===== src/arp_pkg.sv =====
package arp_pkg;
  // Register byte addresses
  localparam logic [31:0] ADDR_CFG = 32'hFFFF0518;
  localparam logic [31:0] ADDR_RC_LIMIT = 32'hFFFF0534;
  localparam logic [31:0] ADDR_RC_VALUE = 32'hFFFF0538;
  localparam logic [31:0] ADDR_THRESH = 32'hFFFF053C;
  localparam logic [31:0] ADDR_TH_LIMIT = 32'hFFFF0540;
  localparam logic [31:0] ADDR_TH_VALUE = 32'hFFFF0544;
  localparam logic [31:0] ADDR_ACCUM = 32'hFFFF0548;
  localparam logic [31:0] ADDR_STATUS = 32'hFFFF054C;
  // Configuration field positions
  localparam int CFG_GROUND_CONN = 7;
  localparam int CFG_ACC_HI = 6;
  localparam int CFG_ACC_LO = 5;
  localparam int CFG_CMP_HI = 4;
  localparam int CFG_CMP_LO = 3;
  localparam int CFG_OVR_EN = 2;
  localparam int CFG_GND_RES = 1;
  localparam int CFG_RC_EN = 0;
  // Status bit positions
  localparam int STS_READY = 0;
  localparam int STS_THRESH = 1;
  localparam int STS_OVR = 2;
  localparam int STS_ACC = 3;
  // Reset values
  localparam logic [7:0] CFG_RST = 8'h00;
  localparam logic [15:0] RC_LIMIT_RST = 16'h0001;
  localparam logic [15:0] THRESH_RST = 16'h0000;
  localparam logic [7:0] TH_LIMIT_RST = 8'h01;
  // Mode encodings of both two-bit fields
  localparam logic [1:0] MODE_OFF = 2'h0;
  localparam logic [1:0] MODE_1 = 2'h1;
  localparam logic [1:0] MODE_2 = 2'h2;
  localparam logic [1:0] MODE_3 = 2'h3;
  // Overrange persistence time, rounded up to whole cycles
  localparam int CLK_PERIOD_NS = 20;
  localparam int OVR_TIME_NS = 125000;
  localparam int OVR_CYCLES =
    (OVR_TIME_NS + CLK_PERIOD_NS - 1) / CLK_PERIOD_NS;
endpackage : arp_pkg


===== src/arp_postproc.sv =====
// Operation
// One 8-bit read/write extended config register, zero after reset.
// Bit 7 connects switched ground pin to analog ground; clear opens it.
// Bit 1 set inserts series resistor in ground switch path; clear bypasses.
// Accumulator mode 00 disables and clears; software waits two results.
// Mode 01 adds signed results to accumulator, clamped at zero minimum.
// Mode 10 accumulates like 01 but total may go below zero.
// Mode 11 adds accumulator comparator; interrupts only when masked in.
// Bits 4:3 compare: 00 off, 01 irq when magnitude reaches threshold.
// Compare mode 10 counts hits, interrupts at limit; a miss resets count.
// Compare mode 11 like 10, but a miss decrements count toward zero.
// Bit 2 enables overrange check; flag after over 125 us out of range.
// Software leaves overrange check off in converter low power mode.
// Bit 0 set interrupts only when result count equals result count limit.
// Bit 0 clear interrupts after every completed conversion.
// Result count wraps to zero at limit and on control or mode writes.
// Unipolar compares threshold bits 15:0, two's complement only bits 14:0.
// Accumulator and counters update once per conversion, with ready.
//
// Our own choice: the strobed register port.
`timescale 1ns/1ps
module arp_postproc
  import arp_pkg::*;
#(
  parameter int OVR_LIMIT = OVR_CYCLES,
  parameter int RES_W = 24
)
(
  // Clock and reset
  input wire logic sys_clk,
  input wire logic rst_n,
  // Register port
  input wire logic [31:0] reg_addr,
  input wire logic [31:0] reg_wdata,
  input wire logic reg_wr,
  input wire logic reg_rd,
  output logic [31:0] reg_rdata,
  // Primary converter side
  input wire logic conv_done,
  input wire logic [RES_W-1:0] conv_result,
  input wire logic bipolar,
  input wire logic overrange_raw,
  input wire logic ctrl_written,
  input wire logic acc_irq_mask,
  // Outputs
  output logic conv_irq,
  output logic ground_switch_connect,
  output logic ground_series_resistor_enable
);

  localparam int OW = $clog2(OVR_LIMIT + 2);
  localparam logic [OW-1:0] OVR_LIM = OW'(OVR_LIMIT);

  typedef struct packed {
    logic [7:0] cfg;
    logic [15:0] rc_limit;
    logic [15:0] rc_value;
    logic [15:0] thresh;
    logic [7:0] th_limit;
    logic [7:0] th_value;
    logic [31:0] acc;
    logic [OW-1:0] ovr_cnt;
    logic [3:0] sts;
    logic irq;
    logic [31:0] rdata;
    logic gsw;
    logic gres;
  } arp_state_t;

  arp_state_t q;
  arp_state_t d;

  logic [1:0] acc_mode;
  logic [1:0] cmp_mode;
  logic [31:0] sres;
  logic [RES_W-1:0] absr;
  logic ge;
  logic [31:0] sum;
  logic [15:0] rc_inc;
  logic [7:0] th_inc;
  logic cmp_evt;
  logic acc_evt;
  logic rc_evt;
  logic ovr_on;

  assign acc_mode = q.cfg[CFG_ACC_HI:CFG_ACC_LO];
  assign cmp_mode = q.cfg[CFG_CMP_HI:CFG_CMP_LO];

  // Signed result and its magnitude; unipolar results are always positive
  assign sres = bipolar ? {{(32-RES_W){conv_result[RES_W-1]}}, conv_result}
                        : {{(32-RES_W){1'b0}}, conv_result};
  assign absr = (bipolar && conv_result[RES_W-1]) ? -conv_result
                                                  : conv_result;

  // threshold width
  // Full-scale negative magnitude lands in the top bit and always counts
  assign ge = bipolar
    ? (absr[RES_W-1] || absr[RES_W-2 -: 15] >= q.thresh[14:0])
    : (absr[RES_W-1 -: 16] >= q.thresh);

  assign sum = q.acc + sres;
  assign rc_inc = q.rc_value + 16'h0001;
  assign th_inc = q.th_value + 8'h01;
  assign ovr_on = q.cfg[CFG_OVR_EN] && overrange_raw;

  // Next state of the whole block
  always_comb
  begin
    d = q;
    d.irq = 1'b0;
    d.rdata = 32'h0000_0000;
    cmp_evt = 1'b0;
    acc_evt = 1'b0;
    rc_evt = 1'b0;
    // register writes
    if (reg_wr)
    begin
      case (reg_addr)
        ADDR_CFG: d.cfg = reg_wdata[7:0];
        ADDR_RC_LIMIT: d.rc_limit = reg_wdata[15:0];
        ADDR_THRESH: d.thresh = reg_wdata[15:0];
        ADDR_TH_LIMIT: d.th_limit = reg_wdata[7:0];
        default: ;
      endcase
    end
    // one update per conversion
    if (conv_done)
    begin
      d.sts[STS_READY] = 1'b1;
      // clamped accumulate
      // unclamped accumulate
      case (acc_mode)
        MODE_2: d.acc = sum;
        MODE_1, MODE_3: d.acc = sum[31] ? 32'h0000_0000 : sum;
        default: ;
      endcase
      // accumulator comparator against the threshold
      if (acc_mode == MODE_3 && !d.acc[31] && d.acc >= {16'h0000, q.thresh})
        acc_evt = 1'b1;
      // level compare
      // count with reset on miss
      // count with decrement on miss
      case (cmp_mode)
        MODE_1: cmp_evt = ge;
        MODE_2, MODE_3:
        begin
          if (ge)
          begin
            if (th_inc >= q.th_limit)
            begin
              cmp_evt = 1'b1;
              d.th_value = 8'h00;
            end
            else
              d.th_value = th_inc;
          end
          else if (cmp_mode == MODE_2 || q.th_value == 8'h00)
            d.th_value = 8'h00;
          else
            d.th_value = q.th_value - 8'h01;
        end
        default: ;
      endcase
      // interrupt divider
      // every conversion when off
      // wrap at limit
      if (q.cfg[CFG_RC_EN])
      begin
        if (rc_inc == q.rc_limit)
        begin
          rc_evt = 1'b1;
          d.rc_value = 16'h0000;
        end
        else
          d.rc_value = rc_inc;
      end
      else
        rc_evt = 1'b1;
    end
    // mode 00 holds accumulator at zero
    if (acc_mode == MODE_OFF)
      d.acc = 32'h0000_0000;
    if (cmp_mode == MODE_OFF)
      d.th_value = 8'h00;
    // reconfiguring the converter restarts the count
    if (ctrl_written)
      d.rc_value = 16'h0000;
    // persistence counter; flag only after the limit is exceeded
    if (!ovr_on)
      d.ovr_cnt = '0;
    else if (q.ovr_cnt != OVR_LIM)
      d.ovr_cnt = q.ovr_cnt + OW'(1);
    // Status read returns and clears; a new event in that cycle still sets
    if (reg_rd)
    begin
      case (reg_addr)
        ADDR_CFG: d.rdata = {24'h000000, q.cfg};
        ADDR_RC_LIMIT: d.rdata = {16'h0000, q.rc_limit};
        ADDR_RC_VALUE: d.rdata = {16'h0000, q.rc_value};
        ADDR_THRESH: d.rdata = {16'h0000, q.thresh};
        ADDR_TH_LIMIT: d.rdata = {24'h000000, q.th_limit};
        ADDR_TH_VALUE: d.rdata = {24'h000000, q.th_value};
        ADDR_ACCUM: d.rdata = q.acc;
        ADDR_STATUS:
        begin
          d.rdata = {28'h0000000, q.sts};
          d.sts = {3'h0, d.sts[STS_READY] & conv_done};
        end
        default: d.rdata = 32'h0000_0000;
      endcase
    end
    if (cmp_evt)
      d.sts[STS_THRESH] = 1'b1;
    if (acc_evt)
      d.sts[STS_ACC] = 1'b1;
    if (ovr_on && q.ovr_cnt == OVR_LIM)
      d.sts[STS_OVR] = 1'b1;
    // accumulator interrupt only when masked in
    d.irq = rc_evt || cmp_evt || (acc_evt && acc_irq_mask);
    // ground switch
    // series resistor only while the switch is closed
    d.gsw = d.cfg[CFG_GROUND_CONN];
    d.gres = d.cfg[CFG_GROUND_CONN] & d.cfg[CFG_GND_RES];
  end

  // State register
  always_ff @(posedge sys_clk or negedge rst_n)
  begin
    if (!rst_n)
    begin
      q <= '0;
      q.cfg <= CFG_RST;
      q.rc_limit <= RC_LIMIT_RST;
      q.thresh <= THRESH_RST;
      q.th_limit <= TH_LIMIT_RST;
    end
    else
      q <= d;
  end

  assign reg_rdata = q.rdata;
  assign conv_irq = q.irq;
  assign ground_switch_connect = q.gsw;
  assign ground_series_resistor_enable = q.gres;
endmodule : arp_postproc


===== config.mk =====
export PLATFORM = sky130hd
export DESIGN_NAME = arp_postproc
export DESIGN_NICKNAME = d
export VERILOG_FILES = /design/src/arp_pkg.sv /design/src/arp_postproc.sv
export SDC_FILE = /design/constraint.sdc
export NUM_CORES = 1
export LEC_CHECK = 0
export BUFFER_PORTS_ARGS = -buffer_cell sky130_fd_sc_hd__buf_4
export CORE_ASPECT_RATIO = 0.9
export CORE_MARGIN = 2
export CORE_UTILIZATION = 23
export CTS_CLUSTER_SIZE = 8
export DETAILED_ROUTE_END_ITERATION = 6
export HOLD_SLACK_MARGIN = 0.15
export PLACE_DENSITY = 0.45
export SLEW_MARGIN = 20
export SYNTH_ARGS = -nofsm -noshare
export SYNTH_HDL_FRONTEND = slang
export SYNTH_SLANG_ARGS = --single-unit

===== constraint.sdc =====
create_clock -name sys_clk -period 7.5 [get_ports sys_clk]
set_input_delay 1.5 -clock sys_clk [delete_from_list [all_inputs] [get_ports sys_clk]]
set_output_delay 1.5 -clock sys_clk [all_outputs]
set_load 0.02 [all_outputs]

==> reports/summary.txt <==
Most used flip-flop cell after synthesis: sky130_fd_sc_hd__dfrtp_1
Initial standard-cell utilization of the core: 23.33%
Status: finished clean
Power per standard cell area: 146.2 nW/µm²
Clk sinks: 155
WL per Instance: 19.59 µm
Portion of synthesized cell area occupied by the leading cell type: 33.41%
Critical path startpoint category: input port
Post-layout net count: 1,495
Share of the clock period used by the worst path: 80.43%
Worst Min Path Start: q[35]$_DFF_PN0_
Setup TNS: 0 ps
Vias per inst: 5.085
Final hold vios: 0
Dpl hpwl: 29,790 µm
Largest incremental delay on the critical path: 690 ps
Total overflow reported by the global router: 0
Cell repeated most along the worst path: sky130_fd_sc_hd__o21ai_0
Shortest period the worst path allows: 6032 ps
Wl on met1: 19,140 µm
Post-CTS Hold Fix Bufs: 0
Rel. slew slack: 31.96%
Number of CTS-inserted buffers: 17
Startpoint of the worst-slack reg-to-reg timing path: q[54]$_DFFE_PN0P_
First drt pass iteration count: 6
Library cell with the highest instance count after synthesis: sky130_fd_sc_hd__dfrtp_1
TritonCTS clock tree: yes
Number of max-capacitance violations reported: 0
Height of the die: 215.8 µm
Number of enable flip-flop cells after synthesis: 0
Number of gates resized after CTS: 0
Highest attainable clock frequency: 165.8 MHz
FILL cells: 5,241
End of the worst register-to-register path: conv_irq$_DFF_PN0_
Average footprint of a synthesized cell: 8.982 µm²
Capturing element type of the critical path: flip-flop
Yosys warning total: 0
Top post-synthesis cells by count: 153 x sky130_fd_sc_hd__dfrtp_1, 123 x sky130_fd_sc_hd__nand2_1, 81 x sky130_fd_sc_hd__nor2_1
Worst-path maximum fanout: 14
Setup fix buffers added after clock tree synthesis: 0
VDD IR max: 0.0002048 V
Leading area contributor after synthesis: sky130_fd_sc_hd__dfrtp_1
Worst-path clk slew: 70 ps
Count of cell types in the netlist: 86
Overall Global Routing Usage: 15.18%
Flop-to-flop setup slack: 2160 ps
Sequence of cells on the critical path: buf_4 -> ha_1 -> a21oi_1 -> o21ai_0 -> a31oi_1 -> a21boi_0 -> o211ai_1 -> a31oi_4 -> nor2_1 -> ha_1 -> a21o_1 -> a211oi_1 -> o21ai_0 -> a221oi_1 -> o21ai_0 -> a221oi_2 -> o211a_1 -> o21ai_0
Ports placed on the boundary: 132
Clock Latency Late Sink: 470 ps
RSZ-0062 raised after global routing: no
Number of placement rows: 77
Count of H-tree levels built during CTS: 4
Final setup viols: 0
Clock tree skew after final layout: 23.56 ps
Required time at the endpoint of the critical path: 7790 ps
Max-slew violation count: 0
Final Total Pwr: 1.942 mW
Slew at the pin closest to its max-slew limit: 1021 ps
Count of vias placed by the detailed router: 10,030
Total number of cells along the worst setup path: 18
Die width: 239.3 µm
Synth area leaders: sky130_fd_sc_hd__dfrtp_1 33%, sky130_fd_sc_hd__ha_1 7.6%, sky130_fd_sc_hd__mux2_2 5.3%
Sequential element share of the synthesized area: 33.86%
Post-Syn Instances: 1,276
Antenna violations before repair: 0
Number of design rule violations left after detail routing: 0
Total placed instance area: 12,680 µm²
Leakage component of the power: 5.818 nW
Pin count of the biggest net entering global routing: 87
Share of final-layout standard cells stronger than drive strength 1: 18.06%
Kind of cell with the highest combined delay on the critical path: compound AO/OA/AOI/OAI gates
Syn Nets: 1,444
I/O Buffers: 115
Drt initial violations: 851
Cell at the root of the clock tree: sky130_fd_sc_hd__clkbuf_16
Antenna Violating Nets Remaining: 0
Met2 WL post-DR: 17,090 µm
Total Wirelength: 38,630 µm
Layout overhead on the synthesized area: 15.92%
Global placer's final weighted congestion: 0.8467
Area of the core: 49,130 µm²
First-pass GRT wire length: 60,060 µm
Fin area: 13,290 µm²
HP Class: reg -> reg
Endpoint with the worst hold slack: q[35]$_DFF_PN0_
Critical setup path kind: in -> reg
Cells on worst reg2reg path: 17
Number of global-route vias before repair: 9,997
Arrival time of data at the critical path endpoint: 6320 ps
CTS Buffer Depth: 2
Die area: 51,630 µm²
Async set-or-reset flop fraction in the synthesized netlist: 100.0%
Area of the mapped netlist: 11,460 µm²
Synthesis-stage register bit count: 155
Utilization after layout: 27.04%
Highest metal used: met4
Number of buffers and inverters on the critical path: 1
Number of cells on the worst hold path: 2
Slowest cell on crit path: sky130_fd_sc_hd__a21boi_0
Diode count: 0
Met3 Wirelength: 1896 µm
## layout make-up
type | count | area, µm² | area share (%)
tap | 632 | 790.8 | 5.952
sequential | 155 | 3881 | 29.21
timing repair buffer | 124 | 934.6 | 7.035
inverter | 46 | 172.7 | 1.300
clock inverter | 15 | 176.4 | 1.328
clock buffer | 17 | 425.4 | 3.202
multi-input combinational | 983 | 6904 | 51.97
## how the worst max path moves through the flow
stage | slack [ps] | from | endpoint
after floorplan | 2220 | conv_result[12] | q[38]$_DFFE_PN0P_
after global placement | 1190 | conv_result[1] | conv_irq$_DFF_PN0_
after detailed placement | 1100 | conv_result[1] | conv_irq$_DFF_PN0_
after CTS | 1560 | conv_result[1] | conv_irq$_DFF_PN0_
after global routing | 1130 | conv_result[16] | conv_irq$_DFF_PN0_
final | 1470 | conv_result[16] | conv_irq$_DFF_PN0_
## cell usage in the layout (no fill, tap or decap), types with 46 or more instances in the layout
master / synthesis / layout
sky130_fd_sc_hd__a21oi_1: 78 / 78
sky130_fd_sc_hd__buf_4: 35 / 123
sky130_fd_sc_hd__dfrtp_1: 153 / 153
sky130_fd_sc_hd__ha_1: 70 / 70
sky130_fd_sc_hd__inv_1: 46 / 46
sky130_fd_sc_hd__mux2_2: 54 / 54
sky130_fd_sc_hd__nand2_1: 123 / 123
sky130_fd_sc_hd__nor2_1: 81 / 80
sky130_fd_sc_hd__o21ai_0: 65 / 65
sky130_fd_sc_hd__xnor2_1: 58 / 58
## cell families after synthesis
family                     share of synthesized area [%]
and+or+nand+nor                                    19.38
AOI/OAI and AO/OA                                  19.88
DFF                                                33.86
buffers and inverters                              5.917
xor gates and xnor gates                           7.227
adders and majority gates                          7.817
muxes                                              5.917
## layer usage
| metal | GRT usage (%) | vias to the layer above |
|---|---|---|
| met4 | 3.354 | 0 |
| li1 | - | 4774 |
| met3 | 2.712 | 31 |
| met2 | 23.02 | 263 |
| met5 | 0 | - |
| met1 | 22.29 | 4960 |
## state kept, by name (all words and copies together), names as in the netlist
signal,flops
acc_mode,2
q,117
ground_series_resistor_enable,1
conv_irq,1
cmp_mode,2
reg_rdata,32
## worst min-delay path, cell delays in order, from the launching register on
cell                      delay (ps)
sky130_fd_sc_hd__dfrtp_1         340
sky130_fd_sc_hd__nand2_1          50
sky130_fd_sc_hd__nand2_1          60
## per-stage QoR
stage | setup WS (ps) | cells | hold slack (ps)
4_1_cts | 1557 | 1972 | 491.3
6_report | 1468 | 1972 | 483.1
5_1_grt | 1130 | 1972 | 514.9
3_3_place_gp | 1193 | 1940 | 463.4
3_5_place_dp | 1100 | 1940 | 475.8
2_1_floorplan | 2220 | 1276 | 444.4
## power breakdown
part	switching (mW)	total, mW	internal [mW]
registers	0.00149	0.838	0.836
logic	0.108	0.179	0.0701
clock network	0.423	0.926	0.504
total	0.532	1.94	1.41
(Power assumes the default switching activity.)
